File: src/hw/gpio_pkg.sv
package gpio_pkg;
    // register indices on the plain bus (8-bit data)
    localparam logic [3:0] ADDR_ANALOG_DATA  = 4'h1;     // analog_port_data
    localparam logic [3:0] ADDR_CLOCK_DATA   = 4'h2;     // clock_port_data
    localparam logic [3:0] ADDR_SEVEN_DATA   = 4'h3;     // seven_bit_port_data
    localparam logic [3:0] ADDR_ANALOG_DIR   = 4'h5;     // analog_port_direction
    localparam logic [3:0] ADDR_CLOCK_DIR    = 4'h6;     // clock_port_direction
    localparam logic [3:0] ADDR_SEVEN_DIR    = 4'h7;     // seven_bit_port_direction
    localparam logic [3:0] ADDR_CHAN_SEL     = 4'h8;     // converter_channel_select
    // widths
    localparam int ANALOG_W = 8;
    localparam int CLOCK_W  = 5;
    localparam int SEVEN_W  = 7;
    localparam int CHAN_W   = 5;
    // field positions
    localparam int CLK_OUT_EN_BIT = 7;                   // sys_clock_out_enable
    localparam int CLK_PIN_BIT    = 2;                   // clock_port_pin_two
    // converter channel numbering
    localparam logic [4:0] CHAN_HIGH_BASE = 5'h08;       // first channel on seven-bit port
    localparam logic [4:0] CHAN_COUNT     = 5'h0f;       // fifteen channels
    // reset values
    localparam logic [7:0] DIR_RESET  = 8'h00;
    localparam logic [4:0] CHAN_RESET = 5'h1f;           // no pin channel selected
endpackage : gpio_pkg

File: src/hw/adc_shared_gpio_ports_bcd.sv
// Added by the designer: the address-and-strobe port.
`timescale 1ns/1ps
module adc_shared_gpio_ports_bcd (
    input  wire logic                          CLK,
    input  wire logic                          RESET,
    input  wire logic [3:0]                    ADDR,
    input  wire logic [7:0]                    WDATA,
    input  wire logic                          WR,
    input  wire logic                          RD,
    output logic      [7:0]                    RDATA,
    input  wire logic [gpio_pkg::ANALOG_W-1:0] ANALOG_PIN_IN,
    output logic      [gpio_pkg::ANALOG_W-1:0] ANALOG_PIN_OUT,
    output logic      [gpio_pkg::ANALOG_W-1:0] ANALOG_PIN_OE_N,
    input  wire logic [gpio_pkg::CLOCK_W-1:0]  CLOCK_PIN_IN,
    output logic      [gpio_pkg::CLOCK_W-1:0]  CLOCK_PIN_OUT,
    output logic      [gpio_pkg::CLOCK_W-1:0]  CLOCK_PIN_OE_N,
    input  wire logic [gpio_pkg::SEVEN_W-1:0]  SEVEN_PIN_IN,
    output logic      [gpio_pkg::SEVEN_W-1:0]  SEVEN_PIN_OUT,
    output logic      [gpio_pkg::SEVEN_W-1:0]  SEVEN_PIN_OE_N,
    output logic      [gpio_pkg::CHAN_W-1:0]   CONVERTER_CHANNEL_SELECT
);
    import gpio_pkg::*;

    // all block state in one record
    typedef struct packed {
        logic [ANALOG_W-1:0] analog_data;               // latch, no reset
        logic [ANALOG_W-1:0] analog_dir;
        logic [CLOCK_W-1:0]  clock_data;                // latch, no reset
        logic [CLOCK_W-1:0]  clock_dir;
        logic                clk_out_en;
        logic [SEVEN_W-1:0]  seven_data;                // latch, no reset
        logic [SEVEN_W-1:0]  seven_dir;
        logic [CHAN_W-1:0]   chan_sel;
        logic                analog_loaded;             // latch written since power-up, no reset
        logic [7:0]          rdata;
    } state_s;

    state_s r;                                           // registered state
    state_s next_r;                                      // next state

    logic [ANALOG_W-1:0] analog_sync;                    // synchronised pin levels
    logic [CLOCK_W-1:0]  clock_sync;
    logic [SEVEN_W-1:0]  seven_sync;
    logic [14:0]         chan_hot;                       // one-hot converter channel

    pin_sync #(.W(ANALOG_W)) u_sync_analog (
        .CLK   (CLK),
        .RESET (RESET),
        .D     (ANALOG_PIN_IN),
        .Q     (analog_sync)
    );
    pin_sync #(.W(CLOCK_W)) u_sync_clock (
        .CLK   (CLK),
        .RESET (RESET),
        .D     (CLOCK_PIN_IN),
        .Q     (clock_sync)
    );
    pin_sync #(.W(SEVEN_W)) u_sync_seven (
        .CLK   (CLK),
        .RESET (RESET),
        .D     (SEVEN_PIN_IN),
        .Q     (seven_sync)
    );

    chan_decode u_chan (
        .SEL (r.chan_sel),
        .HOT (chan_hot)
    );

    logic [ANALOG_W-1:0] analog_chan;                    // analog pins in converter use
    logic [SEVEN_W-1:0]  seven_chan;                     // seven-bit pins in converter use
    assign analog_chan = chan_hot[ANALOG_W-1:0];
    assign seven_chan  = chan_hot[14:8];

    // read mux: latch for outputs, pin (or zero on converter channel) for inputs
    function automatic logic [7:0] port_read(input logic [7:0] latch, input logic [7:0] dir,
                                             input logic [7:0] pin, input logic [7:0] chan);
        port_read = (dir & latch) | (~dir & pin & ~chan);
    endfunction : port_read

    logic [7:0] clock_read;                              // clock port read value
    always_comb begin
        clock_read = port_read({3'h0, r.clock_data}, {3'h0, r.clock_dir},
                               {3'h0, clock_sync}, 8'h00);
        if (r.clk_out_en) begin
            clock_read[CLK_PIN_BIT] = 1'b0;
        end
    end

    // next-state: bus writes and registered read data
    always_comb begin
        next_r       = r;
        next_r.rdata = 8'h00;                            // unmapped reads give zero
        if (WR) begin
            case (ADDR)
                ADDR_ANALOG_DATA: begin
                    next_r.analog_data   = WDATA;
                    next_r.analog_loaded = 1'b1;                                  // arms the retention check
                end
                ADDR_CLOCK_DATA:  next_r.clock_data  = WDATA[CLOCK_W-1:0];
                ADDR_SEVEN_DATA:  next_r.seven_data  = WDATA[SEVEN_W-1:0];
                ADDR_ANALOG_DIR:  next_r.analog_dir  = WDATA;
                ADDR_CLOCK_DIR: begin
                    next_r.clock_dir  = WDATA[CLOCK_W-1:0];
                    next_r.clk_out_en = WDATA[CLK_OUT_EN_BIT];
                end
                ADDR_SEVEN_DIR:   next_r.seven_dir   = WDATA[SEVEN_W-1:0];
                ADDR_CHAN_SEL:    next_r.chan_sel    = WDATA[CHAN_W-1:0];
                default: ;                               // unmapped writes ignored
            endcase
        end
        if (RD) begin
            case (ADDR)
                ADDR_ANALOG_DATA: next_r.rdata = port_read(r.analog_data, r.analog_dir,
                                                 analog_sync, analog_chan);
                ADDR_CLOCK_DATA:  next_r.rdata = clock_read;
                ADDR_SEVEN_DATA:  next_r.rdata = port_read({1'b0, r.seven_data},
                                                 {1'b0, r.seven_dir}, {1'b0, seven_sync},
                                                 {1'b0, seven_chan});
                ADDR_ANALOG_DIR:  next_r.rdata = r.analog_dir;
                ADDR_CLOCK_DIR:   next_r.rdata = {r.clk_out_en, 2'h0, r.clock_dir};
                ADDR_SEVEN_DIR:   next_r.rdata = {1'b0, r.seven_dir};
                ADDR_CHAN_SEL:    next_r.rdata = {3'h0, r.chan_sel};
                default:          next_r.rdata = 8'h00;
            endcase
        end
    end

    // register; reset clears direction, clock enable and read data and loads chan_sel with CHAN_RESET; latches keep their contents
    always_ff @(posedge CLK) begin
        r <= next_r;
        if (RESET) begin
            r.analog_dir <= DIR_RESET[ANALOG_W-1:0];
            r.clock_dir  <= DIR_RESET[CLOCK_W-1:0];
            r.clk_out_en <= 1'b0;
            r.seven_dir  <= DIR_RESET[SEVEN_W-1:0];
            r.chan_sel   <= CHAN_RESET;
            r.rdata      <= 8'h00;
        end
    end

    // pin drivers; converter pins never driven, whatever their direction bit
    always_comb begin
        ANALOG_PIN_OUT  = r.analog_data;
        ANALOG_PIN_OE_N = ~(r.analog_dir & ~analog_chan);
        SEVEN_PIN_OUT   = r.seven_data;
        SEVEN_PIN_OE_N  = ~(r.seven_dir & ~seven_chan);
        CLOCK_PIN_OUT   = r.clock_data;
        CLOCK_PIN_OE_N  = ~r.clock_dir;
        if (r.clk_out_en) begin
            CLOCK_PIN_OUT[CLK_PIN_BIT]  = CLK;
            CLOCK_PIN_OE_N[CLK_PIN_BIT] = 1'b0;
        end
    end
    // latches are not reset; software loads them before raising direction
    assign RDATA                    = r.rdata;
    assign CONVERTER_CHANNEL_SELECT = r.chan_sel;

    // checks; each one watches state or outputs that this block drives

    // reset makes every pin an input, whatever was driven before
    AST_DIR_RESET: assert property (@(posedge CLK) RESET |=>
        ANALOG_PIN_OE_N == 8'hff && SEVEN_PIN_OE_N == 7'h7f && CLOCK_PIN_OE_N == 5'h1f)
        else $error("pins not inputs after reset");
    // reset clears the other direction bits and the clock output too
    AST_DIR_CLEAR: assert property (@(posedge CLK) RESET |=>
        r.seven_dir == 7'h00 && r.clock_dir == 5'h00 && !r.clk_out_en)
        else $error("direction bits survive reset");
    // the latch powers up unknown and is never cleared, so the check arms only
    // once software has loaded it; from then on reset must leave it alone
    AST_LATCH_KEEP: assert property (@(posedge CLK) RESET && !WR && r.analog_loaded |=>
        r.analog_data == $past(r.analog_data))
        else $error("reset disturbed latch");

    // latches take every write, whatever the direction bit
    AST_WRITE_ANY: assert property (@(posedge CLK) disable iff (RESET)
        WR && ADDR == ADDR_ANALOG_DATA |=> r.analog_data == $past(WDATA))
        else $error("latch write lost");
    // clock-port latch keeps the low five bits of the write
    AST_WRITE_CLOCK: assert property (@(posedge CLK) disable iff (RESET)
        WR && ADDR == ADDR_CLOCK_DATA |=> r.clock_data == $past(WDATA[CLOCK_W-1:0]))
        else $error("clock-port latch write lost");
    // seven-bit latch keeps the low seven bits of the write
    AST_WRITE_SEVEN: assert property (@(posedge CLK) disable iff (RESET)
        WR && ADDR == ADDR_SEVEN_DATA |=> r.seven_data == $past(WDATA[SEVEN_W-1:0]))
        else $error("seven-bit latch write lost");
    // analog direction takes the whole byte
    AST_DIR_WRITE: assert property (@(posedge CLK) disable iff (RESET)
        WR && ADDR == ADDR_ANALOG_DIR |=> r.analog_dir == $past(WDATA))
        else $error("direction write lost");

    // an input pin is never driven, on the analog port
    AST_ANALOG_FLOAT: assert property (@(posedge CLK) disable iff (RESET)
        (~ANALOG_PIN_OE_N & ~r.analog_dir) == 8'h00)
        else $error("analog input pin driven");
    // same for the seven-bit port
    AST_SEVEN_FLOAT: assert property (@(posedge CLK) disable iff (RESET)
        (~SEVEN_PIN_OE_N & ~r.seven_dir) == 7'h00)
        else $error("seven-bit input pin driven");
    // clock port: only the clock output may override a cleared direction bit
    AST_CLOCK_FLOAT: assert property (@(posedge CLK) disable iff (RESET)
        !r.clk_out_en |-> (~CLOCK_PIN_OE_N & ~r.clock_dir) == 5'h00)
        else $error("clock-port input pin driven");
    // an output pin outside converter use is really driven
    AST_OUTPUT_DRIVE: assert property (@(posedge CLK) disable iff (RESET)
        (r.analog_dir & ~analog_chan & ANALOG_PIN_OE_N) == 8'h00)
        else $error("analog output pin not driven");
    // converter pins stay undriven whatever their direction bit
    AST_CHAN_NODRIVE: assert property (@(posedge CLK) disable iff (RESET)
        analog_chan != 8'h00 |-> (ANALOG_PIN_OE_N & analog_chan) == analog_chan)
        else $error("converter pin driven");
    // same on the seven-bit port
    AST_SEVEN_NODRIVE: assert property (@(posedge CLK) disable iff (RESET)
        seven_chan != 7'h00 |-> (SEVEN_PIN_OE_N & seven_chan) == seven_chan)
        else $error("seven-bit converter pin driven");

    // a valid channel code claims exactly one pin
    AST_CHAN_PICK: assert property (@(posedge CLK) disable iff (RESET)
        r.chan_sel < CHAN_COUNT |-> $onehot({seven_chan, analog_chan}))
        else $error("channel code claims no single pin");
    // codes past the last channel leave every pin to the port
    AST_CHAN_NONE: assert property (@(posedge CLK) disable iff (RESET)
        r.chan_sel >= CHAN_COUNT |-> {seven_chan, analog_chan} == 15'h0000)
        else $error("out-of-range code claims a pin");
    // low codes land on the analog port, in pin order
    AST_CHAN_LOW_MAP: assert property (@(posedge CLK) disable iff (RESET)
        r.chan_sel < CHAN_HIGH_BASE |-> analog_chan == (8'h01 << r.chan_sel[2:0]))
        else $error("low channel on wrong pin");
    // high codes land on the seven-bit port, in pin order
    AST_CHAN_HIGH_MAP: assert property (@(posedge CLK) disable iff (RESET)
        r.chan_sel >= CHAN_HIGH_BASE && r.chan_sel < CHAN_COUNT |->
        seven_chan == (7'h01 << (r.chan_sel - CHAN_HIGH_BASE)))
        else $error("high channel on wrong pin");
    // select register shows up on its output the cycle after the write
    AST_CHAN_WRITE: assert property (@(posedge CLK) disable iff (RESET)
        WR && ADDR == ADDR_CHAN_SEL |=> CONVERTER_CHANNEL_SELECT == $past(WDATA[CHAN_W-1:0]))
        else $error("channel select write lost");

    // analog read: latch where output, pin where input, zero on the channel pin where it is an input
    AST_ANALOG_RD: assert property (@(posedge CLK) disable iff (RESET)
        RD && ADDR == ADDR_ANALOG_DATA |=> RDATA == (($past(r.analog_dir) & $past(r.analog_data)) |
        (~$past(r.analog_dir) & $past(analog_sync) & ~$past(analog_chan))))
        else $error("analog read wrong");
    // the selected channel reads zero while its direction bit is clear
    AST_ANALOG_CHAN_ZERO: assert property (@(posedge CLK) disable iff (RESET)
        RD && ADDR == ADDR_ANALOG_DATA |=> (RDATA & $past(analog_chan & ~r.analog_dir)) == 8'h00)
        else $error("analog channel pin not zero");
    // first seven-bit channel, as an input, reads zero
    AST_CHAN_ZERO: assert property (@(posedge CLK) disable iff (RESET)
        RD && ADDR == ADDR_SEVEN_DATA && r.chan_sel == CHAN_HIGH_BASE && !r.seven_dir[0] |=>
        RDATA[0] == 1'b0)
        else $error("channel pin not zero");
    // seven-bit read follows the same latch or pin choice
    AST_SEVEN_RD: assert property (@(posedge CLK) disable iff (RESET)
        RD && ADDR == ADDR_SEVEN_DATA |=> RDATA[SEVEN_W-1:0] == (($past(r.seven_dir) & $past(r.seven_data)) |
        (~$past(r.seven_dir) & $past(seven_sync) & ~$past(seven_chan))))
        else $error("seven-bit read wrong");
    // clock-port output bit reads its latch
    AST_CLOCK_RD: assert property (@(posedge CLK) disable iff (RESET)
        RD && ADDR == ADDR_CLOCK_DATA && !r.clk_out_en && r.clock_dir[0] |=>
        RDATA[0] == $past(r.clock_data[0]))
        else $error("clock port read wrong");
    // while the clock is out, its pin reads zero
    AST_CLK_PIN_RD: assert property (@(posedge CLK) disable iff (RESET)
        RD && ADDR == ADDR_CLOCK_DATA && r.clk_out_en |=> RDATA[CLK_PIN_BIT] == 1'b0)
        else $error("clock pin read not zero");
    // setting the enable drives the pin from the next cycle
    AST_CLK_OUT: assert property (@(posedge CLK) disable iff (RESET)
        WR && ADDR == ADDR_CLOCK_DIR && WDATA[CLK_OUT_EN_BIT] |=> !CLOCK_PIN_OE_N[CLK_PIN_BIT])
        else $error("clock output not enabled");
    // and the pin stays driven as long as the enable is set
    AST_CLK_DRIVEN: assert property (@(posedge CLK) disable iff (RESET)
        r.clk_out_en |-> !CLOCK_PIN_OE_N[CLK_PIN_BIT])
        else $error("clock pin released while enabled");
    // read data stand one cycle only, zero otherwise
    AST_RDATA_IDLE: assert property (@(posedge CLK) disable iff (RESET)
        !RD |=> RDATA == 8'h00)
        else $error("read data outside answer cycle");

    // main scenarios worth seeing at least once
    COV_ANALOG_OUT: cover property (@(posedge CLK) WR && ADDR == ADDR_ANALOG_DIR && WDATA != 8'h00);
    COV_CHAN_RD:    cover property (@(posedge CLK) RD && ADDR == ADDR_ANALOG_DATA && analog_chan != 8'h00);
    COV_CLK_OUT:    cover property (@(posedge CLK) r.clk_out_en);
    COV_SEVEN_CHAN: cover property (@(posedge CLK) RD && ADDR == ADDR_SEVEN_DATA && seven_chan != 7'h00);
    COV_LOADED_RST: cover property (@(posedge CLK) RESET && r.analog_loaded);
endmodule : adc_shared_gpio_ports_bcd

File: src/hw/chan_decode.sv
`timescale 1ns/1ps
// one-hot decode of the converter channel select over 15 pins
module chan_decode (
    input  wire logic [4:0]  SEL,
    output logic      [14:0] HOT
);
    import gpio_pkg::*;

    // codes at or beyond the channel count select no pin
    always_comb begin
        HOT = '0;
        if (SEL < CHAN_COUNT) begin
            HOT[SEL[3:0]] = 1'b1;
        end
    end
endmodule : chan_decode

File: src/hw/pin_sync.sv
`timescale 1ns/1ps
// two-flop synchroniser for a bank of pin inputs
module pin_sync #(
    parameter int W = 8
) (
    input  wire logic         CLK,
    input  wire logic         RESET,
    input  wire logic [W-1:0] D,
    output logic      [W-1:0] Q
);
    logic [W-1:0] meta;                                  // first stage, read only by second

    // both stages clear on reset
    always_ff @(posedge CLK) begin
        if (RESET) begin
            meta <= '0;
            Q    <= '0;
        end else begin
            meta <= D;
            Q    <= meta;
        end
    end
endmodule : pin_sync

File: config.mk
export PLATFORM = sky130hd
export DESIGN_NAME = adc_shared_gpio_ports_bcd
export DESIGN_NICKNAME = d
export VERILOG_FILES = /design/src/hw/gpio_pkg.sv /design/src/hw/adc_shared_gpio_ports_bcd.sv /design/src/hw/chan_decode.sv /design/src/hw/pin_sync.sv
export SDC_FILE = /design/constraint.sdc
export NUM_CORES = 1
export LEC_CHECK = 0
export BUFFER_PORTS_ARGS = -buffer_cell sky130_fd_sc_hd__buf_4
export CAP_MARGIN = 30
export CORE_ASPECT_RATIO = 1.5
export CORE_UTILIZATION = 45
export CTS_CLUSTER_DIAMETER = 40
export CTS_CLUSTER_SIZE = 20
export DETAILED_ROUTE_END_ITERATION = 6
export GPL_ROUTABILITY_DRIVEN = 0
export HOLD_SLACK_MARGIN = 0.02
export PLACE_DENSITY = 0.68
export REMOVE_ABC_BUFFERS = 1
export SYNTH_ARGS = -nofsm -noshare
export SYNTH_HDL_FRONTEND = slang
export SYNTH_SLANG_ARGS = --single-unit
export TNS_END_PERCENT = 5
File: constraint.sdc
create_clock -name CLK -period 1.9 [get_ports CLK]
set_input_delay 0.095 -clock CLK [delete_from_list [all_inputs] [get_ports CLK]]
set_output_delay 0.095 -clock CLK [all_outputs]
set_load 0.02 [all_outputs]
* Word-level counts from Yosys, hierarchy flattened
Index checks and enable logic that the tools add are counted.
** Word-level totals
- Register bits after elaboration :: 94
- Input bits :: 36
- Output and inout bits :: 53
- Word-level logic and storage cells :: 64
** Operators by class
- $lt $le $gt $ge :: 3
- Equal/unequal tests :: 7
- Mux-type cells :: 7
- Bitwise gates (word level) :: 23
- Reduce and logical (&&, ||, !) cells :: 9
** Operators by type and width (number)
- 8-bit one-hot mux with 7 select lines :: 1
- 8-bit bitwise AND :: 5
- 8-bit NOT :: 3
- 7-bit NOT with 8-bit output :: 2
- 15-bit two-way mux :: 1
- 7-bit bitwise AND :: 2
- 7-bit NOT :: 2
- 2-bit AND reduction :: 7
- 4-bit by 3-bit equality test with 1-bit output, second input constant :: 3
- 8-bit by 5-bit bitwise AND with 8-bit output :: 1
- 8-bit by 7-bit bitwise AND with 8-bit output :: 1
- 4-bit by 2-bit equality test with 1-bit output, second input constant :: 2
- 5-bit NOT with 8-bit output :: 1
- 5-bit by 8-bit OR with 8-bit output :: 1
- 7-bit by 8-bit OR with 8-bit output :: 1
- 8-bit OR :: 1
- 5-bit bitwise AND :: 1
- 4-bit by 5-bit less-than comparator with 1-bit output, second input constant :: 1
- 5-bit by 4-bit less-than comparator with 1-bit output, second input constant :: 1
- 5-bit NOT :: 1
- 1-bit demux with 4-bit select :: 1
- 4-bit by 1-bit equality test with 1-bit output, second input constant :: 1
- 4-bit equality test, second input constant :: 1
- 4-bit by 1-bit >= comparator with 1-bit output, second input constant :: 1
- other kinds (4) :: 7

* Logic depth before layout (Yosys ltp)
- Depth in word-level cells :: 9
- Mapped depth :: 6
- Depth with buffers taken out :: 4

* By module
From an unflattened synthesis, not the netlist that was laid out.
** Second synthesis, totals
- Cells, all modules :: 406
- Area, all modules :: 4048.9 sq um
** Modules (own cells, without submodules)
- adc_shared_gpio_ports_bcd :: times used 1, cells an instance 302, area an instance 2805.2 sq um, seq. area each 1281.2 sq um
- pin_sync at u_sync_analog :: times used 1, cells an instance 33, area an instance 464.2 sq um, seq. area each 320.3 sq um
- pin_sync at u_sync_seven :: times used 1, cells an instance 29, area an instance 407.9 sq um, seq. area each 280.3 sq um
- pin_sync at u_sync_clock :: times used 1, cells an instance 20, area an instance 262.8 sq um, seq. area each 200.2 sq um
- chan_decode :: times used 1, cells an instance 22, area an instance 108.9 sq um, seq. area each 0.0 sq um

==> flow_metrics.tcl <==
set metrics [dict create \
    rrSetupSlack_ns 0.31 \
    grt_util_met3 0.0558 \
    grt_max_degree 44 \
    vias 3258 \
    syn_area_sq_um 4020 \
    wl_per_cell_um 17.5 \
    viasPerCell 5.33 \
    drt_iter0_markers 292 \
    rsz0062_at_grt "yes" \
    initial_core_util 0.472 \
    ys_types 50 \
    grt_use_met2 0.399 \
    coreArea_sq_um 8520 \
    synth_largest_area_cell "dfxtp_1" \
    cp_slowest_cell "or4_1" \
    port_buffers 88 \
    worst_setup_path_end_kind "output pin" \
    gr-total-overflow 0 \
    cp.arrival_ns 1.80 \
    finalCriticalPeriod_ns 1.89 \
    grt_pass1_wl_um 16800 \
    worstSetupPathType "reg -> out" \
    path_max_fanout 8 \
    clk_pin_slew_ns 0.06 \
    setup_ws_ns 0.00764 \
    fin_setup_tns_ns 0 \
    antenna_cells 0 \
    die_w_um 79.1 \
    grt_pass1_vias 3219 \
    timing.rr.start "CONVERTER_CHANNEL_SELECT[4]" \
    maxClockFrequency_mhz 528 \
    layoutNonFillerInstCount 611 \
    max_cap_viol_count 0 \
    total_power_mw 4.71 \
    synth_compound_area_frac 0.105 \
    drive_above_1_share 0.266 \
    ys_ff_latch 94 \
    final-setup-viol-count 0 \
    crit_chain "or4_1 > o21ai_1 > buf_4" \
    fin_hold_ws_ns 0.0389 \
    status "finished clean" \
    rr_worst_depth 4 \
    ys_warn_count 0 \
    synthTopCellsByCount "74 x dfxtp_1, 44 x nor2b_1, 37 x nand2_1" \
    synth_flop_cell "dfxtp_1" \
    cp.required_ns 1.80 \
    hp-class "in -> reg" \
    final_util 0.628 \
    insertion_delay_ns 0.45 \
    antenna_found_initial 0 \
    worstHoldEndpoint "r[39]" \
    leakagePower_nw 2.05 \
    hp-start "WR" \
    synth_cells 402 \
    cp-start-kind "flop" \
    pre_cts_slack_ns 0.136 \
    drv_slew 0 \
    grt_usage 0.243 \
    relSlewSlack 0.599 \
    synth.mux.area_fraction 0.0480 \
    drc 0 \
    postRouteWirelength_um 10700 \
    ir_drop_mv 0.466 \
    io_pins 89 \
    hold_violations 0 \
    drtAntennaViolNets 0 \
    synth_xor_xnor_area_share 0 \
    dp.cells 557 \
    synth_top_area_share 0.369 \
    skew_ns 0.00608 \
    async_reset_ff_frac 0 \
    synth.top_cells.by_area "dfxtp_1 37%, edfxtp_1 15%, nor2b_1 6.9%" \
    tightest_slew_ns 0.597 \
    die-area_sq_um 9310 \
    synth_fa_ha_area_frac 0 \
    ys_seq_area_frac 0.518 \
    crit_path_start "CONVERTER_CHANNEL_SELECT[4]" \
    fin_nets 535 \
    die_h_um 118 \
    synth_simple_gate_area_frac 0.232 \
    synth_top_family_by_area "simple AND/OR/NAND/NOR gates" \
    drtPass1Iterations 4 \
    synth_area_per_cell_sq_um 9.99 \
    cp_slowest_stage_delay_ns 0.59 \
    areaGrowthSynthToFinish_pct 33.2 \
    top_usage_layer "met2" \
    yosysMostFrequentCell "dfxtp_1" \
    hold_depth 3 \
    rows 41 \
    cts_tree "built" \
    regToRegEndpoint "RDATA[0]" \
    use_met1 0.297 \
    power.density_nw_per_um2 881 \
    period_share 0.996 \
    placed_area_sq_um 4570 \
    synth_edf_count 20 \
    post-route-cell-area_sq_um 5350 \
    dp.final_hpwl_um 7300 \
]
## flip-flops by register name (all words and copies together) (netlist names)
| signal | flops |
|---|---|
| r | 22 |
| CLOCK_PIN_OUT | 4 |
| u_sync_clock.meta | 5 |
| u_sync_analog.Q | 8 |
| ANALOG_PIN_OUT | 8 |
| u_sync_seven.Q | 7 |
| u_sync_clock.Q | 5 |
| SEVEN_PIN_OUT | 7 |
| RDATA | 8 |
| CONVERTER_CHANNEL_SELECT | 5 |
| u_sync_analog.meta | 8 |
| u_sync_seven.meta | 7 |
## layer usage
layer	routed length, um	vias to the layer above	part of all wire
met1	4200	1525	0.39
met2	5410	151	0.51
met3	743	24	0.069
met5	0	-	0
li1	-	1558	-
met4	355	0	0.033
## where the power goes
group | total (mW) | switching, mW | internal, mW
Combinational | 0.350 | 0.169 | 0.181
Sequential | 2.12 | 0.0295 | 2.10
Clock | 2.24 | 0.751 | 1.49
Total | 4.71 | 0.949 | 3.76
## timing repair
item / in CTS / in global routing
buffers inserted: 0 / 0
hold buffers: 35 / 0
setup endpoints to repair: 9 / 10
cloned: 0 / 0
endpoints found under the hold margin: 70 / 0
gates resized for setup: 3 / 6
## kinds of logic (layout without fill, tap and decap cells)
kind of cell           Yosys count  count (layout)
AOI/OAI and AO/OA               62              62
buffers and inverters           65             167
DFF                             94              94
muxes                           19              19
and+or+nand+nor                162             162
## worst max-delay path by stage
stage / end / depth (start not counted)
2_1_floorplan: ANALOG_PIN_OE_N[0] / 2
3_3_place_gp: RDATA[3] / 4
3_5_place_dp: RDATA[3] / 4
4_1_cts: ANALOG_PIN_OE_N[3] / 4
5_1_grt: ANALOG_PIN_OE_N[0] / 3
6_report: ANALOG_PIN_OE_N[0] / 3
## worst max-delay path: cells and delay by family (launching register included)
family / cells / cell delay [ns]
compound gates: 1 / 0.20
buf+inv: 1 / 0.18
flops: 1 / 0.38
simple gates: 1 / 0.59
## area by class of cell
class | count | area [sq um]
Clock buffer | 16 | 339
Fill cell | 736 | 3160
Clock inverter | 4 | 68.8
Multi-Input combinational cell | 243 | 1570
Inverter | 10 | 37.5
Tap cell | 107 | 134
Sequential cell | 94 | 2090
Timing Repair Buffer | 137 | 1120
## cells in the final DEF (no fill, tap or decap), types with 2 or more instances in the layout
cell type | Yosys | final
nor3b_4 | 0 | 2
mux2i_1 | 17 | 17
a22oi_1 | 2 | 2
o22ai_1 | 2 | 2
o2111ai_1 | 2 | 2
inv_1 | 10 | 10
dlygate4sd3_1 | 0 | 35
a32oi_1 | 3 | 3
a31oi_1 | 8 | 8
bufinv_16 | 0 | 2
and3_1 | 7 | 7
dfxtp_1 | 74 | 71
mux2_2 | 2 | 2
nand3_1 | 13 | 13
nor3b_1 | 10 | 8
buf_4 | 34 | 103
nand4b_1 | 3 | 3
clkbuf_8 | 0 | 2
and2_1 | 3 | 3
a2bb2oi_1 | 2 | 2
o21ai_0 | 10 | 9
clkbuf_16 | 0 | 12
a211o_1 | 5 | 5
a21o_1 | 3 | 3
a41oi_1 | 2 | 2
nand2b_1 | 3 | 3
edfxtp_1 | 20 | 20
a21oi_1 | 14 | 14
dfxtp_2 | 0 | 3
o21ai_1 | 2 | 3
and3b_1 | 3 | 3
nand2_1 | 37 | 37
nor3_1 | 8 | 8
nor2_1 | 20 | 20
nor2b_1 | 44 | 43
Note: power is estimated with default switching activity, not from simulation.
